===== src/rtl/dlsc_defines.svh =====
// command codes, field positions, reset values and widths of the config bank
`ifndef DLSC_DEFINES_SVH
`define DLSC_DEFINES_SVH
`define DLSC_CMD_NONOVERLAP 8'hdd
`define DLSC_CMD_ADAPT_CFG 8'hde
`define DLSC_CMD_LOOP_TUNE 8'hdf
`define DLSC_CMD_RAIL_ORDER 8'he0
`define DLSC_RST_NONOVERLAP 16'h1010
`define DLSC_RST_ADAPT_CFG 16'h8888
`define DLSC_RST_LOOP_TUNE 25'h15a0190
`define DLSC_RST_RAIL_ORDER 16'h0000
`define DLSC_LEN_SHORT 3'h2
`define DLSC_LEN_LONG 3'h4
`define DLSC_DT_HL_MSB 15
`define DLSC_DT_HL_LSB 8
`define DLSC_DT_LH_MSB 7
`define DLSC_DT_LH_LSB 0
`define DLSC_ACFG_HL_FRZ 15
`define DLSC_ACFG_HL_MIN_MSB 14
`define DLSC_ACFG_HL_MIN_LSB 8
`define DLSC_ACFG_LH_FRZ 7
`define DLSC_ACFG_LH_MIN_MSB 6
`define DLSC_ACFG_LH_MIN_LSB 0
`define DLSC_LOOP_EN 24
`define DLSC_LOOP_RES_MSB 23
`define DLSC_LOOP_RES_LSB 16
`define DLSC_LOOP_GAIN_MSB 15
`define DLSC_LOOP_GAIN_LSB 0
`define DLSC_ORD_PRE_EN 15
`define DLSC_ORD_PRE_ID_MSB 12
`define DLSC_ORD_PRE_ID_LSB 8
`define DLSC_ORD_SEQ_EN 7
`define DLSC_ORD_SEQ_ID_MSB 4
`define DLSC_ORD_SEQ_ID_LSB 0
`define DLSC_ORD_MASK 16'h9f9f
`endif


===== src/rtl/dlsc_pkg.sv =====
// types shared by the dead-time, loop and sequencing config bank
package dlsc_pkg;
  typedef enum logic [1:0] {
    DLSC_RAIL_OFF,
    DLSC_RAIL_ON,
    DLSC_RAIL_DELAY
  } dlsc_rail_e;
  typedef logic signed [7:0] dlsc_dt_t;
endpackage


===== src/rtl/dlsc_config_bank.sv =====
// dead-time, charge loop tuning and rail sequencing command bank
`include "dlsc_defines.svh"
module dlsc_config_bank
  import dlsc_pkg::*;
#(
  parameter int OFF_DLY_W = 16
)
(
  input wire logic i_clk_sys,
  input wire logic i_rst_b,
  input wire logic i_ce,
  input wire logic i_cmd_wr,
  input wire logic i_cmd_rd,
  input wire logic [7:0] i_cmd_code,
  input wire logic [2:0] i_cmd_len,
  input wire logic [31:0] i_cmd_wdata,
  input wire logic signed [7:0] i_adapt_dt_hl,
  input wire logic signed [7:0] i_adapt_dt_lh,
  input wire logic i_en_state,
  input wire logic [OFF_DLY_W-1:0] i_off_dly,
  input wire logic i_bus_pg_evt,
  input wire logic i_bus_pd_evt,
  input wire logic [4:0] i_bus_evt_id,
  output logic o_cmd_rvalid,
  output logic o_cmd_nack,
  output logic [2:0] o_cmd_rlen,
  output logic [31:0] o_cmd_rdata,
  output logic signed [7:0] o_dt_hl,
  output logic signed [7:0] o_dt_lh,
  output logic o_hl_overlap,
  output logic o_lh_overlap,
  output logic signed [7:0] o_dt_hl_max,
  output logic signed [7:0] o_dt_lh_max,
  output logic o_loop_en,
  output logic [7:0] o_loop_residual,
  output logic [15:0] o_loop_gain,
  output logic o_out_enable
);

  logic [15:0] fet_nonoverlap_time;
  logic [15:0] nonoverlap_adapt_cfg;
  logic [24:0] charge_loop_tuning;
  logic [15:0] rail_order_link;
  logic last_wr_nonoverlap;
  logic pg_seen;
  logic seq_down;
  logic [OFF_DLY_W-1:0] off_cnt;
  dlsc_rail_e rail_st;
  logic len_ok;
  logic pg_hit;
  logic pd_hit;
  dlsc_dt_t next_dt_hl;
  dlsc_dt_t next_dt_lh;

  // clamp an adaptive dead time between the 2 ns-step minimum and the maximum
  function automatic dlsc_dt_t dt_clamp(input dlsc_dt_t v,
                                        input logic [6:0] min_f,
                                        input dlsc_dt_t hi);
    logic signed [8:0] lo;
    dlsc_dt_t r;
    lo = $signed({1'b0, min_f, 1'b0});
    r = v;
    if (r > hi)
    begin
      r = hi;
    end
    if ($signed({r[7], r}) < lo)
    begin
      r = (lo > 9'sh07f) ? 8'sh7f : dlsc_dt_t'(lo[7:0]);
    end
    return r;
  endfunction

  // loop tuning takes exactly four bytes, the others two
  always_comb
  begin
    if (i_cmd_code == `DLSC_CMD_LOOP_TUNE)
    begin
      len_ok = (i_cmd_len == `DLSC_LEN_LONG);
    end
    else
    begin
      len_ok = (i_cmd_len == `DLSC_LEN_SHORT);
    end
  end

  // command writes; a short or long mismatch is dropped, not half-applied
  always_ff @(posedge i_clk_sys)
  begin
    if (!i_rst_b)
    begin
      fet_nonoverlap_time <= `DLSC_RST_NONOVERLAP;
      nonoverlap_adapt_cfg <= `DLSC_RST_ADAPT_CFG;
      charge_loop_tuning <= `DLSC_RST_LOOP_TUNE;
      rail_order_link <= `DLSC_RST_RAIL_ORDER;
    end
    else if (i_ce && i_cmd_wr && len_ok)
    begin
      unique case (i_cmd_code)
        `DLSC_CMD_NONOVERLAP: fet_nonoverlap_time <= i_cmd_wdata[15:0];
        `DLSC_CMD_ADAPT_CFG: nonoverlap_adapt_cfg <= i_cmd_wdata[15:0];
        `DLSC_CMD_LOOP_TUNE: charge_loop_tuning <= i_cmd_wdata[24:0];
        `DLSC_CMD_RAIL_ORDER:
          rail_order_link <= i_cmd_wdata[15:0] & `DLSC_ORD_MASK;
        default: ;
      endcase
    end
  end

  // the maximum is only taken when the config write directly follows
  always_ff @(posedge i_clk_sys)
  begin
    if (!i_rst_b)
    begin
      last_wr_nonoverlap <= 1'b0;
      o_dt_hl_max <= 8'sh10;
      o_dt_lh_max <= 8'sh10;
    end
    else if (i_ce && i_cmd_wr && len_ok)
    begin
      last_wr_nonoverlap <= (i_cmd_code == `DLSC_CMD_NONOVERLAP);
      if (last_wr_nonoverlap && i_cmd_code == `DLSC_CMD_ADAPT_CFG)
      begin
        o_dt_hl_max <= fet_nonoverlap_time[`DLSC_DT_HL_MSB:`DLSC_DT_HL_LSB];
        o_dt_lh_max <= fet_nonoverlap_time[`DLSC_DT_LH_MSB:`DLSC_DT_LH_LSB];
      end
    end
  end

  // read answers come one cycle after the request
  always_ff @(posedge i_clk_sys)
  begin
    if (!i_rst_b)
    begin
      o_cmd_rvalid <= 1'b0;
      o_cmd_nack <= 1'b0;
      o_cmd_rlen <= 3'h0;
      o_cmd_rdata <= 32'h0000_0000;
    end
    else if (i_ce)
    begin
      o_cmd_rvalid <= i_cmd_rd;
      o_cmd_nack <= 1'b0;
      o_cmd_rlen <= `DLSC_LEN_SHORT;
      o_cmd_rdata <= 32'h0000_0000;
      if (i_cmd_rd)
      begin
        unique case (i_cmd_code)
          `DLSC_CMD_NONOVERLAP: o_cmd_rdata <= {16'h0000, fet_nonoverlap_time};
          `DLSC_CMD_ADAPT_CFG: o_cmd_rdata <= {16'h0000, nonoverlap_adapt_cfg};
          `DLSC_CMD_LOOP_TUNE:
          begin
            o_cmd_rdata <= {7'h00, charge_loop_tuning};
            o_cmd_rlen <= `DLSC_LEN_LONG;
          end
          `DLSC_CMD_RAIL_ORDER: o_cmd_rdata <= {16'h0000, rail_order_link};
          default:
          begin
            o_cmd_nack <= 1'b1;
            o_cmd_rlen <= 3'h0;
          end
        endcase
      end
    end
  end

  // frozen transitions use the stored value, adaptive ones are clamped
  always_comb
  begin
    if (nonoverlap_adapt_cfg[`DLSC_ACFG_HL_FRZ])
    begin
      next_dt_hl = fet_nonoverlap_time[`DLSC_DT_HL_MSB:`DLSC_DT_HL_LSB];
    end
    else
    begin
      next_dt_hl = dt_clamp(i_adapt_dt_hl,
        nonoverlap_adapt_cfg[`DLSC_ACFG_HL_MIN_MSB:`DLSC_ACFG_HL_MIN_LSB],
        o_dt_hl_max);
    end
    if (nonoverlap_adapt_cfg[`DLSC_ACFG_LH_FRZ])
    begin
      next_dt_lh = fet_nonoverlap_time[`DLSC_DT_LH_MSB:`DLSC_DT_LH_LSB];
    end
    else
    begin
      next_dt_lh = dt_clamp(i_adapt_dt_lh,
        nonoverlap_adapt_cfg[`DLSC_ACFG_LH_MIN_MSB:`DLSC_ACFG_LH_MIN_LSB],
        o_dt_lh_max);
    end
  end

  // host keeps values in -15..60 ns, so no range check is made here
  always_ff @(posedge i_clk_sys)
  begin
    if (!i_rst_b)
    begin
      o_dt_hl <= 8'sh10;
      o_dt_lh <= 8'sh10;
      o_hl_overlap <= 1'b0;
      o_lh_overlap <= 1'b0;
    end
    else if (i_ce)
    begin
      o_dt_hl <= next_dt_hl;
      o_dt_lh <= next_dt_lh;
      o_hl_overlap <= next_dt_hl[7];
      o_lh_overlap <= next_dt_lh[7];
    end
  end

  always_ff @(posedge i_clk_sys)
  begin
    if (!i_rst_b)
    begin
      o_loop_en <= 1'b1;
      o_loop_residual <= 8'h5a;
      o_loop_gain <= 16'h0190;
    end
    else if (i_ce)
    begin
      o_loop_en <= charge_loop_tuning[`DLSC_LOOP_EN];
      o_loop_residual <=
        charge_loop_tuning[`DLSC_LOOP_RES_MSB:`DLSC_LOOP_RES_LSB];
      o_loop_gain <=
        charge_loop_tuning[`DLSC_LOOP_GAIN_MSB:`DLSC_LOOP_GAIN_LSB];
    end
  end

  assign pg_hit = i_bus_pg_evt && rail_order_link[`DLSC_ORD_PRE_EN] &&
    (i_bus_evt_id == rail_order_link[`DLSC_ORD_PRE_ID_MSB:`DLSC_ORD_PRE_ID_LSB]);
  assign pd_hit = i_bus_pd_evt && rail_order_link[`DLSC_ORD_SEQ_EN] &&
    (i_bus_evt_id == rail_order_link[`DLSC_ORD_SEQ_ID_MSB:`DLSC_ORD_SEQ_ID_LSB]);

  // power-good memory; an event in the clearing cycle still sets it
  always_ff @(posedge i_clk_sys)
  begin
    if (!i_rst_b)
    begin
      pg_seen <= 1'b0;
      seq_down <= 1'b0;
    end
    else if (i_ce)
    begin
      if (pg_hit)
      begin
        pg_seen <= 1'b1;
      end
      else if (!i_en_state)
      begin
        pg_seen <= 1'b0;
      end
      if (pd_hit && rail_st != DLSC_RAIL_OFF)
      begin
        seq_down <= 1'b1;
      end
      else if (!i_en_state)
      begin
        seq_down <= 1'b0;
      end
    end
  end

  // a sequel shutdown holds the rail off until the enable state drops
  always_ff @(posedge i_clk_sys)
  begin
    if (!i_rst_b)
    begin
      rail_st <= DLSC_RAIL_OFF;
      off_cnt <= '0;
      o_out_enable <= 1'b0;
    end
    else if (i_ce)
    begin
      unique case (rail_st)
        DLSC_RAIL_OFF:
          if (i_en_state && !seq_down &&
              (!rail_order_link[`DLSC_ORD_PRE_EN] || pg_seen))
          begin
            rail_st <= DLSC_RAIL_ON;
            o_out_enable <= 1'b1;
          end
        DLSC_RAIL_ON:
          if (!i_en_state || pd_hit)
          begin
            rail_st <= DLSC_RAIL_DELAY;
            off_cnt <= i_off_dly;
          end
        DLSC_RAIL_DELAY:
          if (off_cnt == '0)
          begin
            rail_st <= DLSC_RAIL_OFF;
            o_out_enable <= 1'b0;
          end
          else
          begin
            off_cnt <= off_cnt - 1'b1;
          end
      endcase
    end
  end

endmodule


===== config.mk =====
export PLATFORM = sky130hd
export DESIGN_NAME = dlsc_config_bank
export DESIGN_NICKNAME = d
export VERILOG_FILES = /design/src/rtl/dlsc_pkg.sv /design/src/rtl/dlsc_config_bank.sv
export VERILOG_INCLUDE_DIRS = /design/src /design/src/rtl
export SDC_FILE = /design/constraint.sdc
export NUM_CORES = 1
export LEC_CHECK = 0
export BUFFER_PORTS_ARGS = -buffer_cell sky130_fd_sc_hd__buf_2
export CAP_MARGIN = 20
export CORE_UTILIZATION = 59
export CTS_CLUSTER_SIZE = 30
export DETAILED_ROUTE_END_ITERATION = 16
export PLACE_DENSITY = 0.85
export SYNTH_ARGS = -nofsm -noshare
export SYNTH_HDL_FRONTEND = slang
export SYNTH_SLANG_ARGS = --single-unit
export TNS_END_PERCENT = 100

===== constraint.sdc =====
create_clock -name i_clk_sys -period 11.67 [get_ports i_clk_sys]
set_input_delay 0.5835 -clock i_clk_sys [delete_from_list [all_inputs] [get_ports i_clk_sys]]
set_output_delay 0.5835 -clock i_clk_sys [all_outputs]
set_load 0.02 [all_outputs]

# Yosys cells after proc, flatten, opt, wreduce, memory -nomap -nowiden
# Index checks and enable logic that the tools add are counted.
# classes
addsub	1
n_lt_le_gt_ge	6
eq_ne	16
muxes	30
n_reduce_logical	32
# op_table
operator	count
$pmux 25 s4	1
$mux 8	10
$eq 8x8->1 const B	4
$mux 16	2
$pmux 16 s2	1
$mux 25	1
$lt 8x9->1	2
$gt 8x7->1 const B	2
$gt 8x8->1	2
$logic_not 16->1	1
$sub 16x1->16 const B	1
$reduce_and 2->1	7
$reduce_and 4->1	3
$eq 5x5->1	2
$logic_and 1x1->1	10
$mux 1	8
$ne 2x2->1 const B	4
$mux 2	3
$pmux 2 s3	1
$pmux 3 s2	1
$reduce_bool 2->1	3
$ne 2x1->1 const B	2
$reduce_or 4->1	1
$eq 3x2->1 const B	1
9 further kinds	12
# word_totals
ff_bits	187
output_inout_bits	97
elab_cells	108

# Logic depth before layout (Yosys ltp)
# logic_depth
depth_word	6
ltp_mapped	22
ltp_nobuf	20

# Worst setup path after synthesis
# Ideal clock, no wire load.
# synth_timing
path_kind	input-to-reg
start	input port i_adapt_dt_hl[1]
end	register o_dt_hl[0]
setup_ns	0.134
arrival_time_ns	4.124
t_required_ns	11.536
setup_slack_ns	7.412
path_stages	19
n_path_buf	2
cell_sequence	ha_1 nor2b_1 o21a_1 o21a_1 o21a_1 o22ai_2 buf_2 mux2_2 ha_1 a21o_1 a21o_1 a21oi_1 nor2_1 a211oi_1 ha_1 clkbuf_1 nand2b_1 o31ai_1 o22ai_1
# synth_via
elab_chain_len	6
# synth_rtl
element	line_no	source
from (decl)	dlsc_config_bank.sv:17	input wire logic signed [7:0] i_adapt_dt_hl,
$gt 8x8->1	dlsc_config_bank.sv:63	if (r > hi)
$mux 8 (*)	dlsc_config_bank.sv:63	
$mux 8 (*)	dlsc_config_bank.sv:170	if (nonoverlap_adapt_cfg[`DLSC_ACFG_HL_FRZ])
$lt 8x9->1	dlsc_config_bank.sv:67	if ($signed({r[7], r}) < lo)
$mux 8 (*)	dlsc_config_bank.sv:67	
$mux 8 (*)	dlsc_config_bank.sv:170	
to (signal assigned)	dlsc_config_bank.sv:204	o_dt_hl <= next_dt_hl;
to (decl)	dlsc_config_bank.sv:28	output logic signed [7:0] o_dt_hl,
# Every way passes the cells marked *; elsewhere a longest branch is shown, timed or not. The select of a mux whose other input is x is not followed.
# A chain may end at the register's enable or synchronous reset.

# Worst setup path in the final report
# layout_timing
start	register o_dt_hl_max[1]
end	register o_dt_hl[0]
# layout_via
elab_chain_len	6
# layout_rtl
element	line_no	source
from (decl)	dlsc_config_bank.sv:32	output logic signed [7:0] o_dt_hl_max,
from (signal assigned)	dlsc_config_bank.sv:124	o_dt_hl_max <= fet_nonoverlap_time[`DLSC_DT_HL_MSB:`DLSC_DT_HL_LSB];
$gt 8x8->1	dlsc_config_bank.sv:63	
$mux 8 (*)	dlsc_config_bank.sv:63	
$mux 8 (*)	dlsc_config_bank.sv:170	
$lt 8x9->1	dlsc_config_bank.sv:67	
$mux 8 (*)	dlsc_config_bank.sv:67	
$mux 8 (*)	dlsc_config_bank.sv:170	
# Marked as above.

==> impl_metrics.csv <==
group,metric,value,unit
clock_tree,cts-root-buf,"clkbuf_16",
finish,fillers,1093,
worst_setup_path,crit_type,"reg2reg",
placed_design,port_buffers,169,
power,p_leak,4.27,nW
sta,min_period,4.58,ns
clock_tree,post-cts-setup-buffers,0,
routing,vias_per_cell,6.12,
floorplanning,coreArea,14100,sq um
sta,fin_tns_setup,0,ns
power,finalPower,1.38,mW
sta,finalCritPeriodShare,39.3,%
worst_setup_path,r2r_slack,7.09,ns
logic_synthesis,synth_area,8690,sq um
grt,grtUsageMet3,8.58,%
worst_setup_path,regToRegStartpoint,"o_dt_hl_max[1]$_SDFFE_PN0P_",
hold_path,min_path_cells,3,
worst_setup_path,crit_required,12.00,ns
logic_synthesis,synth_ff_type,"dfxtp_1",
logic_synthesis,yosys_warnings,0,
finish,nNetsFinal,1303,
routing,routed_wl,24.3,mm
grt,use_met1,43.7,%
sta,rsz0062_at_grt,"no",
hold_path,hp-start,"i_cmd_wdata[20]",
worst_setup_path,worstPathArrival,4.91,ns
floorplanning,die-area,15200,sq um
grt,grt_usage,32.5,%
clock_tree,htreeDepth,4,
grt,busiest_layer,"met2",
sta,tightest_slew,1.13,ns
clock_tree,hold_buffers,0,
grt,grt_pass1_vias,7629,
routing,wl_per_cell,17.7,microns
grt,met2_usage,50.8,%
finish,stdcell_count,1376,
logic_synthesis,ys_ff_latch,177,
placed_design,dp_hpwl,16.4,mm
power,ir_drop,136,uV
grt,gr-total-overflow,0,
hold_path,hold_class,"in2reg",
worst_setup_path,crit-reg2reg-capture,"o_dt_hl[0]$_SDFFE_PN0P_",
sta,slew_viol_final,0,
run_status,status,"finished, final reports clean",
logic_synthesis,synth-edff-count,0,
worst_setup_path,cp_top_family,"compound AO/OA/AOI/OAI gates",
sta,slew_headroom,24.9,%
floorplanning,die_h,123,microns
worst_setup_path,worst-path-buf-inv,1,
worst_setup_path,crit_path_max_incr_delay,0.55,ns
clock_tree,cts_made_buffers,17,
floorplanning,initial_core_util,61.4,%
floorplanning,die_w,123,microns
routing,drc,0,
logic_synthesis,ys_types,65,
finish,fin_util,71.0,%
sta,hold_slack,0.353,ns
placed_design,place_congestion,0.867,
worst_setup_path,slowest_stage,"o22ai_2",
run,cap_violations,0,
worst_setup_path,worstPathCellList,"inv_1, ha_1, nor2b_1, o21a_1, o21a_1, o21a_1, o22ai_2, mux2_2, ha_1, a21o_1, a21o_1, a21oi_1, nor2_1, a211oi_1, ha_1, nand2b_1, nand3_1, nor2_1, o31ai_1, o22ai_1",
clock_tree,clock_latency,0.43,ns
clock_tree,clkSinkCount,177,
worst_setup_path,r2r_cells,20,
floorplanning,io_pins,185,
clock_tree,clk_pin_slew,0.07,ns
power,power.density,137,nW/um^2
floorplanning,rows,43,
worst_setup_path,crit_start,"o_dt_hl_max[1]$_SDFFE_PN0P_",
routing,dr.pass1.iters,8,
grt,antenna_found_initial,0,
routing,vias,8426,
logic_synthesis,syn_avg_cell_area,8.18,sq um
sta,finClkSkew,0.0141,ns
placed_design,post_dp_cell_area,9470,sq um
grt,grt_max_degree,101,
worst_setup_path,cp_max_fo,14,
sta,fin_ws,7.09,ns
finish,final_area,10000,sq um
clock_tree,cts_resized,0,
finish,num_antenna_cells,0,
hold_path,hold_end,"charge_loop_tuning[20]$_SDFFE_PN1P_",
clock_tree,cts_tree,"yes",
routing,drtIter0Drc,962,
routing,ant_nets,0,
worst_setup_path,end_kind,"register",
logic_synthesis,syn_inst,1063,
worst_setup_path,crit_path_start_kind,"register",
clock_tree,clock_tree.buffer_depth,2,
sta,fmax,218,MHz
logic_synthesis,async_reset_ff_share,0,%
sta,setup_viol,0,
logic_synthesis,ys_seq_area_share,40.8,%
placed_design,dp_slack,6.91,ns
finish,drive_above_1_share,19.8,%
grt,grt_pass1_wl,38.6,mm
placed_design,dp_cells,1344,
finish,area_growth,15.6,%
sta,hold_viol_final,0,
[worst min-delay path, cell delays in order]
cell and delay [ns]:
buf_2 0.07, nand2_1 0.04, nand3_1 0.06
[layer usage]
layer  share of wire [%]  vias to the layer above  wire, microns
met4                 2.1                        0            508
met2                  46                      456          11100
met5                   0                        -              0
met1                  42                     3958          10300
met3                  10                       50           2440
li1                    -                     3962              -
[final cells by class]
cell class | instances | area [sq um] | share of cell area, %
Sequential cell | 177 | 3540 | 35.3
Clock buffer | 19 | 443 | 4.41
Tap cell | 180 | 225 | 2.24
Timing Repair Buffer | 177 | 906 | 9.02
Clock inverter | 13 | 136 | 1.36
Multi-Input combinational cell | 770 | 4640 | 46.2
Inverter | 40 | 151 | 1.51
[Yosys cell counts (18+ instances only)]
| master | instances | area, sq um |
|---|---|---|
| o21ai_0 | 41 | 205 |
| clkbuf_1 | 43 | 161 |
| nor3_1 | 18 | 90.1 |
| nand2_1 | 183 | 687 |
| dfxtp_1 | 177 | 3540 |
| a21oi_1 | 87 | 435 |
| nor2_1 | 76 | 285 |
| inv_1 | 38 | 143 |
| mux2i_1 | 42 | 420 |
| ha_1 | 32 | 400 |
| nand3_1 | 59 | 295 |
| o32ai_1 | 18 | 158 |
[cell families (layout without fill, tap and decap cells)]
group           count (synthesis)  in the layout  share of synthesized area (%)
mux                            54             54                           6.44
buf+inv                       123            249                           6.18
fa+ha+maj                      32             32                           4.61
other cells                     1              8                         0.0431
xor+xnor                       10             10                           1.01
simple gates                  411            411                           22.0
flops                         177            177                           40.8
compound gates                255            255                           19.0
[how the worst max path moves through the flow]
stage	end	cells past startpoint
after floorplan	o_dt_hl[0]$_SDFFE_PN0P_	19
after global placement	o_dt_hl[0]$_SDFFE_PN0P_	20
after detailed placement	o_dt_hl[0]$_SDFFE_PN0P_	20
after CTS	o_dt_hl[0]$_SDFFE_PN0P_	20
after global routing	o_dt_hl[0]$_SDFFE_PN0P_	20
final	o_dt_hl[0]$_SDFFE_PN0P_	20
[state kept, by name (all words and copies together) (netlist names)]
signal                flops
o_loop_en                 1
o_dt_hl                   8
o_loop_gain              16
o_cmd_rlen                2
off_cnt                  16
pg_seen                   1
o_dt_lh_max               8
o_cmd_nack                1
o_loop_residual           8
last_wr_nonoverlap        1
seq_down                  1
o_out_enable              1
o_dt_lh                   8
nonoverlap_adapt_cfg     16
o_cmd_rdata              25
o_cmd_rvalid              1
charge_loop_tuning       25
o_dt_hl_max               8
rail_order_link          12
fet_nonoverlap_time      16
rail_st                   2
[power by group]
part | switching (mW) | internal (mW)
registers | 0.00857 | 0.613
logic | 0.128 | 0.0736
clock network | 0.266 | 0.291
[placed cells by master (no fill, tap or decap), drive strengths merged, types with 4 or more instances in the layout]
cell / count
a211oi: 10
clkbuf: 19
a222oi: 12
o32ai: 18
nand4: 5
nand2b: 13
a21o: 6
nor4: 10
a31oi: 12
a22oi: 8
and3: 14
mux2: 12
xor2: 5
nor2: 76
a21oi: 88
xnor2: 5
buf: 177
mux2i: 42
nor3: 18
ha: 32
nand3: 60
clkinv: 5
nor2b: 13
o211ai: 4
a21boi: 12
dfxtp: 177
o22ai: 5
inv: 47
o21bai: 4
conb: 8
nand2: 183
o21ai: 57
o221ai: 5
(Power assumes the default switching activity.)
